$ cat src/hdl/vout_limit_defs.vh
// constants for the output slew, loop scale and lower limit registers
`ifndef VOUT_LIMIT_DEFS_VH
`define VOUT_LIMIT_DEFS_VH
`define CMD_OUTPUT_SLEW_RATE 8'h27
`define CMD_FEEDBACK_LOOP_SCALE 8'h29
`define CMD_OUTPUT_LOWER_LIMIT 8'h2B
`define EXP_MSB 15
`define EXP_LSB 11
`define MAN_MSB 10
`define SLEW_EXP_FIXED 5'h1C
`define SLEW_RESET 16'hE010
`define SLEW_MAN_RESET 11'h010
`define LOOP_SCALE_RESET 16'hC808
`define LOWER_LIMIT_RESET 16'h0000
`define SLEW_MAN_MIN 11'h002
`define SLEW_MAN_MAX 11'h0FE
`define DIV_0125 2'h0
`define DIV_025 2'h1
`define DIV_05 2'h2
`define DIV_1 2'h3
`define SLEW_STEP 11'h001
`endif

$ cat src/hdl/output_voltage_limit_slew_regs.v
// slew rate, loop scale and lower output limit command registers
//
// Overview of operation
// - slew exponent fixed at minus four
// - valid slew code stored; its mantissa used as the step
// - slew span 0.125 to 15.875 mV/us
// - out-of-range writes flag invalid data
// - loop scale quantised to four divider steps
// - loop scale hardware update held while converting
// - reference scaling uses stored loop scale
// - lower limit unsigned, effective at once
// - low target clamps to limit, warns, while converting
// - violation sets status bits, notifies host
// - limit write over target responds same
// - slew applied only in normal conversion
`timescale 1ns/1ps
`default_nettype none
`include "vout_limit_defs.vh"
module output_voltage_limit_slew_regs #(
    parameter [15:0] LIMIT_MAX = 16'hFFFF
) (
    input wire sys_clk,
    input wire nrst,
    input wire wr_stb,
    input wire rd_stb,
    input wire [7:0] cmd_code,
    input wire [15:0] wr_data,
    output reg [15:0] rd_data,
    output reg rd_valid,
    input wire conversion_en,
    input wire ramping_on_off,
    input wire store_restore_stb,
    input wire analog_supply_undervoltage_lockout,
    input wire [15:0] vout_target,
    input wire target_change_stb,
    output reg [15:0] vout_out_q,
    output reg [10:0] slew_mantissa_hw_q,
    output wire slew_active,
    output reg [1:0] divider_sel_q,
    output reg [15:0] ref_scale_word_q,
    output reg invalid_data_q,
    output reg none_of_above_q,
    output reg status_vout_q,
    output reg min_max_warn_q,
    output reg notify_pulse_q,
    input wire status_clear
);
    reg [15:0] slew_q;
    reg [15:0] loop_scale_q;
    reg [15:0] lower_limit_q;
    reg [1:0] pending_div_q;
    reg pending_q;
    reg [15:0] goal_q;

    // sign-extended mantissa and exponent of a linear word
    function signed [11:0] man_of;
        input [15:0] w;
        man_of = {w[`MAN_MSB], w[`MAN_MSB:0]};
    endfunction
    function signed [4:0] exp_of;
        input [15:0] w;
        exp_of = w[`EXP_MSB:`EXP_LSB];
    endfunction

    // decoded value compared in units of 2^-16: mantissa shifted by exp+16
    function [31:0] lin_fixed;
        input [15:0] w;
        reg signed [11:0] m;
        reg signed [5:0] s;
        begin
            m = man_of(w);
            // exponent plus sixteen; never negative as exp >= -16
            s = {w[`EXP_MSB], exp_of(w)} + 6'sd16;
            if (m[11] || s[5])
                lin_fixed = 32'h00000000;
            else if (s[4:0] > 5'h15)
                // ten mantissa bits past bit 31 would wrap to a small value
                lin_fixed = 32'hFFFFFFFF;
            else
                lin_fixed = {20'h00000, m} << s[4:0];
        end
    endfunction

    wire [31:0] scale_fx = lin_fixed(wr_data);
    wire [1:0] div_of_write =
        (scale_fx <= 32'h00002000) ? `DIV_0125 :
        (scale_fx <= 32'h00004000) ? `DIV_025 :
        (scale_fx <= 32'h00008000) ? `DIV_05 : `DIV_1;

    // fixed exponent; 0.125..15.875 at 0.0625 per count
    wire slew_ok = (wr_data[`EXP_MSB:`EXP_LSB] == `SLEW_EXP_FIXED) &&
        (wr_data[`MAN_MSB:0] >= `SLEW_MAN_MIN) &&
        (wr_data[`MAN_MSB:0] <= `SLEW_MAN_MAX);
    wire scale_ok = !wr_data[`MAN_MSB] && (wr_data[`MAN_MSB:0] != 11'h000)
        && (scale_fx <= 32'h00010000);
    wire limit_ok = wr_data <= LIMIT_MAX;

    wire wr_slew = wr_stb && cmd_code == `CMD_OUTPUT_SLEW_RATE;
    wire wr_scale = wr_stb && cmd_code == `CMD_FEEDBACK_LOOP_SCALE;
    wire wr_limit = wr_stb && cmd_code == `CMD_OUTPUT_LOWER_LIMIT;
    wire limit_take = wr_limit && limit_ok;
    wire [15:0] limit_now = limit_take ? wr_data : lower_limit_q;
    wire bad_write = (wr_slew && !slew_ok) || (wr_scale && !scale_ok) ||
        (wr_limit && !limit_ok);
    // a fresh target replaces the goal before the limit is checked
    wire [15:0] goal_raw = target_change_stb ? vout_target : goal_q;
    wire target_low = target_change_stb && vout_target < limit_now;
    // limit write over present target behaves like a violating change
    wire limit_over = limit_take && goal_raw < wr_data;
    wire viol = conversion_en && (target_low || limit_over);
    wire [15:0] goal_d = viol ? limit_now : goal_raw;
    wire hw_release = !conversion_en || store_restore_stb ||
        analog_supply_undervoltage_lockout;

    // slewing only during normal conversion, not on/off ramps
    assign slew_active = conversion_en && !ramping_on_off &&
        (vout_out_q != goal_q);

    // one slew step of the output toward its goal, never past it
    function [15:0] step_toward;
        input [15:0] cur;
        input [15:0] goal;
        input [10:0] step;
        reg [15:0] gap;
        reg [15:0] inc;
        begin
            inc = {5'h00, step};
            gap = (goal > cur) ? goal - cur : cur - goal;
            if (gap <= inc)
                step_toward = goal;
            else if (goal > cur)
                step_toward = cur + inc;
            else
                step_toward = cur - inc;
        end
    endfunction

    wire slew_take = wr_slew && slew_ok;
    wire scale_take = wr_scale && scale_ok;
    // on/off ramps and idle jump straight to the goal
    wire [15:0] vout_d = (!conversion_en || ramping_on_off) ? goal_q :
        step_toward(vout_out_q, goal_q, slew_mantissa_hw_q);

    // command words as written, read back unchanged
    always @(posedge sys_clk) begin
        if (!nrst) begin
            slew_q <= `SLEW_RESET;
            loop_scale_q <= `LOOP_SCALE_RESET;
            lower_limit_q <= `LOWER_LIMIT_RESET;
            slew_mantissa_hw_q <= `SLEW_MAN_RESET;
        end else begin
            if (slew_take) begin
                slew_q <= wr_data;
                slew_mantissa_hw_q <= wr_data[`MAN_MSB:0];
            end
            if (scale_take)
                loop_scale_q <= wr_data;
            if (limit_take)
                lower_limit_q <= wr_data;
        end
    end

    // divider follows at once when idle, else waits for a release event
    always @(posedge sys_clk) begin
        if (!nrst) begin
            pending_div_q <= `DIV_0125;
            pending_q <= 1'b0;
            divider_sel_q <= `DIV_0125;
            ref_scale_word_q <= `LOOP_SCALE_RESET;
        end else begin
            if (scale_take) begin
                // stored value steers scaling even when unsupported
                ref_scale_word_q <= wr_data;
            end
            if (scale_take && !conversion_en) begin
                divider_sel_q <= div_of_write;
                pending_q <= 1'b0;
            end else if (scale_take) begin
                // a newer write replaces any value still waiting
                pending_div_q <= div_of_write;
                pending_q <= 1'b1;
            end else if (pending_q && hw_release) begin
                divider_sel_q <= pending_div_q;
                pending_q <= 1'b0;
            end
        end
    end

    // output goal and slewed output code
    always @(posedge sys_clk) begin
        if (!nrst) begin
            goal_q <= 16'h0000;
            vout_out_q <= 16'h0000;
        end else begin
            goal_q <= goal_d;
            vout_out_q <= vout_d;
        end
    end

    // sticky status bits and a one-cycle notify pulse: an event in the clearing cycle still sets the sticky bits
    always @(posedge sys_clk) begin
        if (!nrst) begin
            invalid_data_q <= 1'b0;
            none_of_above_q <= 1'b0;
            status_vout_q <= 1'b0;
            min_max_warn_q <= 1'b0;
            notify_pulse_q <= 1'b0;
        end else begin
            invalid_data_q <= bad_write ||
                (invalid_data_q && !status_clear);
            none_of_above_q <= viol ||
                (none_of_above_q && !status_clear);
            status_vout_q <= viol ||
                (status_vout_q && !status_clear);
            min_max_warn_q <= viol ||
                (min_max_warn_q && !status_clear);
            notify_pulse_q <= viol || bad_write;
        end
    end

    // read answer one cycle after the strobe; data stands until next read
    always @(posedge sys_clk) begin
        if (!nrst) begin
            rd_data <= 16'h0000;
            rd_valid <= 1'b0;
        end else begin
            rd_valid <= rd_stb;
            if (rd_stb) begin
                case (cmd_code)
                    `CMD_OUTPUT_SLEW_RATE: rd_data <= slew_q;
                    `CMD_FEEDBACK_LOOP_SCALE: rd_data <= loop_scale_q;
                    `CMD_OUTPUT_LOWER_LIMIT: rd_data <= lower_limit_q;
                    default: rd_data <= 16'h0000;
                endcase
            end
        end
    end
endmodule // output_voltage_limit_slew_regs
`default_nettype wire

$ cat config.mk
export PLATFORM = sky130hd
export DESIGN_NAME = output_voltage_limit_slew_regs
export DESIGN_NICKNAME = d
export VERILOG_FILES = /design/src/hdl/output_voltage_limit_slew_regs.v
export VERILOG_INCLUDE_DIRS = /design/src /design/src/hdl
export SDC_FILE = /design/constraint.sdc
export NUM_CORES = 1
export LEC_CHECK = 0
export ABC_AREA = 1
export BUFFER_PORTS_ARGS = -buffer_cell sky130_fd_sc_hd__buf_4
export CORE_MARGIN = 2
export CORE_UTILIZATION = 61
export CTS_BUF_LIST = sky130_fd_sc_hd__clkbuf_4 sky130_fd_sc_hd__clkbuf_8
export DETAILED_ROUTE_END_ITERATION = 8
export PLACE_DENSITY = 0.88
export SLEW_MARGIN = 30
export SYNTH_ARGS = -nofsm -noshare
export SYNTH_HDL_FRONTEND = slang
export SYNTH_SLANG_ARGS = --single-unit
$ cat constraint.sdc
create_clock -name sys_clk -period 4.5 [get_ports sys_clk]
set_input_delay 0.675 -clock sys_clk [delete_from_list [all_inputs] [get_ports sys_clk]]
set_output_delay 0.675 -clock sys_clk [all_outputs]
set_load 0.1 [all_outputs]
Yosys cells after proc, flatten, opt, wreduce, memory -nomap -nowiden
Index checks and enable logic that the tools add are counted.
{ "op_classes": {"magnitude_cmp": 12, "bitwise": 2, "n_shift": 1, "n_addsub": 5, "n_eq_ne": 6, "n_reduce_logical": 49, "muxes": 18} }
{ "op_table": {"columns": ["operator", "n"], "rows": [
  ["16-bit 2-to-1 mux", 7],
  ["32-bit 2-to-1 mux", 2],
  ["16-bit case mux with 3 select lines", 1],
  ["32-bit by 14-bit less-or-equal comparator with 1-bit output, second input constant", 1],
  ["32-bit by 15-bit less-or-equal comparator with 1-bit output, second input constant", 1],
  ["32-bit by 16-bit less-or-equal comparator with 1-bit output, second input constant", 1],
  ["32-bit by 17-bit less-or-equal comparator with 1-bit output, second input constant", 1],
  ["16-bit < comparator", 2],
  ["12-bit by 5-bit left shift with 32-bit output", 1],
  ["16-bit subtractor", 2],
  ["8-bit by 6-bit == test with 1-bit output, second input constant", 3],
  ["1-bit logical AND", 24],
  ["16-bit by 11-bit adder with 16-bit output", 1],
  ["16-bit > comparator", 1],
  ["16-bit by 11-bit less-or-equal comparator with 1-bit output", 1],
  ["16-bit less-or-equal comparator, second input constant", 1],
  ["16-bit inequality test", 1],
  ["16-bit by 11-bit subtractor with 16-bit output", 1],
  ["1-bit logical OR", 12],
  ["11-bit by 2-bit greater-or-equal comparator with 1-bit output, second input constant", 1],
  ["11-bit by 8-bit less-or-equal comparator with 1-bit output, second input constant", 1],
  ["11-bit nonzero test", 1],
  ["2-bit 2-to-1 mux", 5],
  ["1-bit logical NOT", 7],
  ["other kinds (9)", 14]
]} }
{ "word_totals": {"out_inout_bits": 68, "ff_bits": 118, "inputBits": 50} }

Longest topological paths before layout
{ "logic_depth": {"depth_word": 11, "mapped_depth": 32, "mapped_depth_nobuf": 30} }

Worst setup path after synthesis
OpenSTA, ideal clock, no wires.
{ "synth_timing": {"path_type": "reg-to-reg", "startpoint": "register vout_out_q[1]", "endpoint": "register vout_out_q[10]", "t_required_ns": 4.381, "n_path_buf": 2, "slack_ns": -0.456, "arrival_ns": 4.837, "synth_period_minus_slack_ns": 4.956, "path_stages_with_launch": 25, "path_cell_list": "dfxtp_1 > inv_1 > fa_1 > nand3_1 > nand2_1 > a21oi_1 > o21ai_0 > nand2_1 > nand3_1 > nand2_2 > buf_2 > buf_1 > o21ai_0 > fa_1 > nand3b_1 > and2_1 > o21ai_0 > nand3_1 > nand2_1 > a21oi_1 > o21ai_0 > xnor2_1 > nand3_1 > nand2_1 > a21oi_1"} }
{ "synth_between": {"elab_chain_cells": 5, "word_cells_on_any_way": 10, "cone_classes": "4 x add/sub; 2 x order compare; 4 x mux"} }
{ "synth_lines": {"columns": ["element", "line", "source"], "rows": [
  ["start: declaration", "output_voltage_limit_slew_regs.v:36", "output reg [15:0] vout_out_q,"],
  ["start signal: assignment", "output_voltage_limit_slew_regs.v:196", "vout_out_q <= vout_d;"],
  ["16-bit subtractor or 16-bit > comparator (tied branches)", "output_voltage_limit_slew_regs.v:128, output_voltage_limit_slew_regs.v:131", null],
  ["16-bit 2-to-1 mux", "output_voltage_limit_slew_regs.v:128", "gap = (goal > cur) ? goal - cur : cur - goal;"],
  ["16-bit by 11-bit less-or-equal comparator with 1-bit output", "output_voltage_limit_slew_regs.v:129", "if (gap <= inc)"],
  ["16-bit 2-to-1 mux *", "output_voltage_limit_slew_regs.v:129", null],
  ["16-bit 2-to-1 mux *", "output_voltage_limit_slew_regs.v:141", "wire [15:0] vout_d = (!conversion_en || ramping_on_off) ? goal_q :"]
]} }
Every way passes the cells marked *; elsewhere a longest branch is shown, timed or not.
A chain may end at the register's enable or synchronous reset.

Worst setup path after layout
{ "layout_timing": {"startpoint": "register goal_q[0]", "endpoint": "register vout_out_q[10]"} }
{ "layout_between": {"elab_chain_cells": 5, "word_cells_on_any_way": 8, "cone_classes": "2 x add/sub; 2 x order compare; 4 x mux"} }
{ "layout_lines": {"columns": ["element", "line", "source"], "rows": [
  ["start: declaration", "output_voltage_limit_slew_regs.v:53", "reg [15:0] goal_q;"],
  ["start signal: assignment", "output_voltage_limit_slew_regs.v:195", "goal_q <= goal_d;"],
  ["16-bit subtractor or 16-bit > comparator (tied branches)", "output_voltage_limit_slew_regs.v:128, output_voltage_limit_slew_regs.v:131", null],
  ["16-bit 2-to-1 mux", "output_voltage_limit_slew_regs.v:128", null],
  ["16-bit by 11-bit less-or-equal comparator with 1-bit output", "output_voltage_limit_slew_regs.v:129", null],
  ["16-bit 2-to-1 mux *", "output_voltage_limit_slew_regs.v:129", null],
  ["16-bit 2-to-1 mux *", "output_voltage_limit_slew_regs.v:141", null]
]} }
Marked as above.

==> impl_metrics.yaml <==
pwr:
  irDropWorstVdd_mv: 0.170
  p_comb_share_pct: 51.4
  power_leakage_nw: 5.29
  switching_share_pct: 46.4
  power_density_nw_per_um2: 313
  power.switching_w: 0.00157
  p_clk_share_pct: 18.6
  p_int_w: 0.00181
  p_seq_share_pct: 30.0
timing:
  finalCritPeriodShare_pct: 92.8
  rsz0062_at_grt: "no"
  worst_pin_slew_ns: 0.829
  fin_crit_ns: 4.17
  setup_tns_ns: 0
  max_freq_mhz: 240
  slew_headroom_pct: 43.3
  setup-violations-final: 0
  hold_violations: 0
  slew_viol_final: 0
  clock_skew_ns: 0.0161
setup_path:
  cp_top_family: "simple AND/OR/NAND/NOR gates"
  r2r_start: "goal_q[0]"
  ff2ff_path_depth: 25
  cp_slowest_stage_delay_ns: 0.46
  critPathSlowestCell: "fa_1"
  crit_buf_inv: 3
  r2r_setup_slack_ns: 0.33
  cp_max_fo: 11
  rr_endpoint: "vout_out_q[10]"
  cpMostUsedCell: "nand3_1"
  end_kind: "flip-flop"
  crit_required_ns: 4.79
  start_kind: "flip-flop"
  cp.arrival_ns: 4.46
  path_class: "flip-flop to flip-flop"
clocking:
  htreeDepth: 3
  clk_latency_ns: 0.40
  cts_tree: "yes"
  clk_pin_slew_ns: 0.12
  cts_setup_buffers: 0
  cts_max_path_buffers: 2
  clkSinkCount: 107
  cts_root_buffer: "clkbuf_8"
  numCtsBuffers: 9
synth:
  synth_xor_area_share_pct: 3.86
  synth_top_area_share_pct: 22.5
  synth_simple_gate_area_share_pct: 33.3
  synth_compound_area_share_pct: 16.9
  synth-adder-area-share_pct: 12.2
  synth_area_per_cell_sq_um: 6.26
  yosys_most_used_dff: "dfxtp_1"
  synth_area_sq_um: 9520
  ys_ff_latch: 107
  ys_async_sr_fraction_pct: 0
  yosysWarnings: 0
  ys_seq_area_share_pct: 22.5
  synth_edf_count: 0
  synth_area_leaders: "dfxtp_1 22%, nand2_1 16%, ha_1 12%, a21oi_1 6.6%, nand3_1 6.5%"
  muxShareOfSynthArea_pct: 0.210
  synth_nets: 1663
  yosysUniqueCellTypes: 54
  synth_top_family_by_area: "simple AND/OR/NAND/NOR gates"
  yosys.area.top_type: "dfxtp_1"
  syn_inst: 1522
cells_and_area:
  num_antenna_cells: 0
  final_core_util_pct: 70.8
  area_delta_synth_final_pct: 13.1
  drive_gt1_share_pct: 14.0
  final_nets: 1749
  final_cells: 1801
  fillers: 1336
global_route:
  grt_first_pass_wirelength_mm: 50.8
  grt.overflow.total: 0
  grt_pass1_vias: 9531
  antenna_found_initial: 0
  grt_start_max_net_pins: 63
  track_usage_pct: 39.2
placement:
  dpl.hpwl_mm: 26.1
  portBuffers: 117
  post-place-cells: 1785
  gp_congestion: 1.03
die:
  io_pins: 118
  die_area_sq_um: 16600
  core_sq_um: 15200
  die_y_um: 129
  initial_core_util_pct: 62.6
  fp.dieW_um: 129
  row_count: 45
job:
  max_cap_violations: 0
route:
  viasPerCell: 5.95
  final_antenna_net_count: 0
  drtIter0Drc: 1209
  drc: 0
  vias: 10700
  wl_mm: 32.8
  wl_per_cell_um: 18.2
  first_pass_iters: 6
worst_hold_path:
  holdPathEnd: "slew_q[12]"
  min_from: "slew_q[12]"
  whs_path_depth: 2
  holdCritPathClass: "flip-flop to flip-flop"
status:
  status: "complete, no violations"
how the worst max path moves through the flow:
stage                   from              to  depth (start not counted)
2_1_floorplan  vout_out_q[6]  vout_out_q[10]                         21
5_1_grt            goal_q[0]  vout_out_q[15]                         32
3_5_place_dp       goal_q[0]  vout_out_q[11]                         31
6_report           goal_q[0]  vout_out_q[10]                         25
3_3_place_gp       goal_q[0]  vout_out_q[11]                         31
4_1_cts            goal_q[0]  vout_out_q[11]                         31
final cells by class:
class	count	area [sq um]	share of cell area (%)
Timing Repair Buffer	145	1120	10.4
Sequential cell	107	2170	20.1
Clock inverter	7	98.8	0.918
Multi-Input combinational cell	1167	6350	59.0
Inverter	178	671	6.23
Clock buffer	9	124	1.15
Tap cell	188	235	2.19
per-layer routing:
metal	wire length (um)	vias up	GRT usage, %
met5	0	-	0
met4	1210	0	14.6
met3	3260	82	5.78
met1	13900	4897	54.8
li1	-	5162	-
met2	14400	570	61.2
sequential cells by signal, indices dropped and copies added (netlist names), 2 cells and up:
register,cells
divider_sel_q,2
goal_q,16
rd_data,16
slew_q,6
lower_limit_q,16
vout_out_q,16
pending_div_q,2
slew_mantissa_hw_q,10
ref_scale_word_q,16
cells by family (layout without fill, tap and decap cells):
kind of cell / after synthesis / count (layout)
AND/OR/NAND/NOR: 741 / 741
adder cells (fa/ha/maj): 91 / 91
flip-flops: 107 / 107
buffers and inverters: 248 / 339
multiplexers: 2 / 2
AO/OA/AOI/OAI: 291 / 291
XOR/XNOR: 42 / 42
power by group through the flow:
| stage | combinational, W | clock [W] | sequential, W |
|---|---|---|---|
| after floorplan | 0.00113 | 0 | 0.00114 |
| after global placement | 0.00166 | 0 | 0.00103 |
| after detailed placement | 0.00166 | 0 | 0.00103 |
| after CTS | 0.00168 | 0.000630 | 0.00101 |
| after global routing | 0.00192 | 0.000665 | 0.00101 |
| final | 0.00173 | 0.000628 | 0.00101 |
cells in the final DEF, fill, tap and decap left out, drive strengths merged, types with 5 or more instances in the layout:
cell      n
nor2    151
nand3   132
xnor2    10
o221ai    8
inv     176
nand2   408
nor4      5
o21ai   118
o22ai     9
clkinv    9
clkbuf    9
a21oi   126
dfxtp   107
ha       88
nor3     20
nand4    16
buf     145
xor2     32
repair_timing:
action,4_1_cts,5_1_grt
resized for setup,0,13
setup endpoints to repair,0,16
endpoints found under the hold margin,0,0
hold buffers,0,0
metrics by stage:
stage / total power (W) / instance area [sq um] / hold WS [ns] / setup WS, ns
after floorplan: 0.00227 / 9550 / 0.417 / 0.00697
after global placement: 0.00268 / 10500 / 0.425 / 0.411
after global routing: 0.00359 / 10800 / 0.481 / 0.0273
after detailed placement: 0.00269 / 10500 / 0.434 / 0.224
final: 0.00337 / 10800 / 0.463 / 0.326
after CTS: 0.00331 / 10700 / 0.464 / 0.203
cells in the mapped netlist, types with 7 or more instances:
cell and n:
inv_1 162, buf_1 9, ha_1 88, dfxtp_1 107, nor3_1 20, buf_4 17, o21ai_1 24, nand4_1 16
xor2_1 32, xnor2_1 10, nand2_1 396, nor2_1 148, o22ai_1 9, inv_2 12, o221ai_1 8, buf_2 14
o21ai_0 93, nand2_2 11, nand3_2 7, a21oi_1 125, nand3_1 123, clkbuf_1 26
worst register-to-register path: cells and delay by family (launching register included):
kind	cells	cell delay, ns
xor+xnor	1	0.15
buf+inv	3	0.33
flops	1	0.34
simple gates	11	1.25
fa+ha+maj	3	0.97
compound gates	7	1.04
No activity file was read; power rests on OpenSTA's default activity.
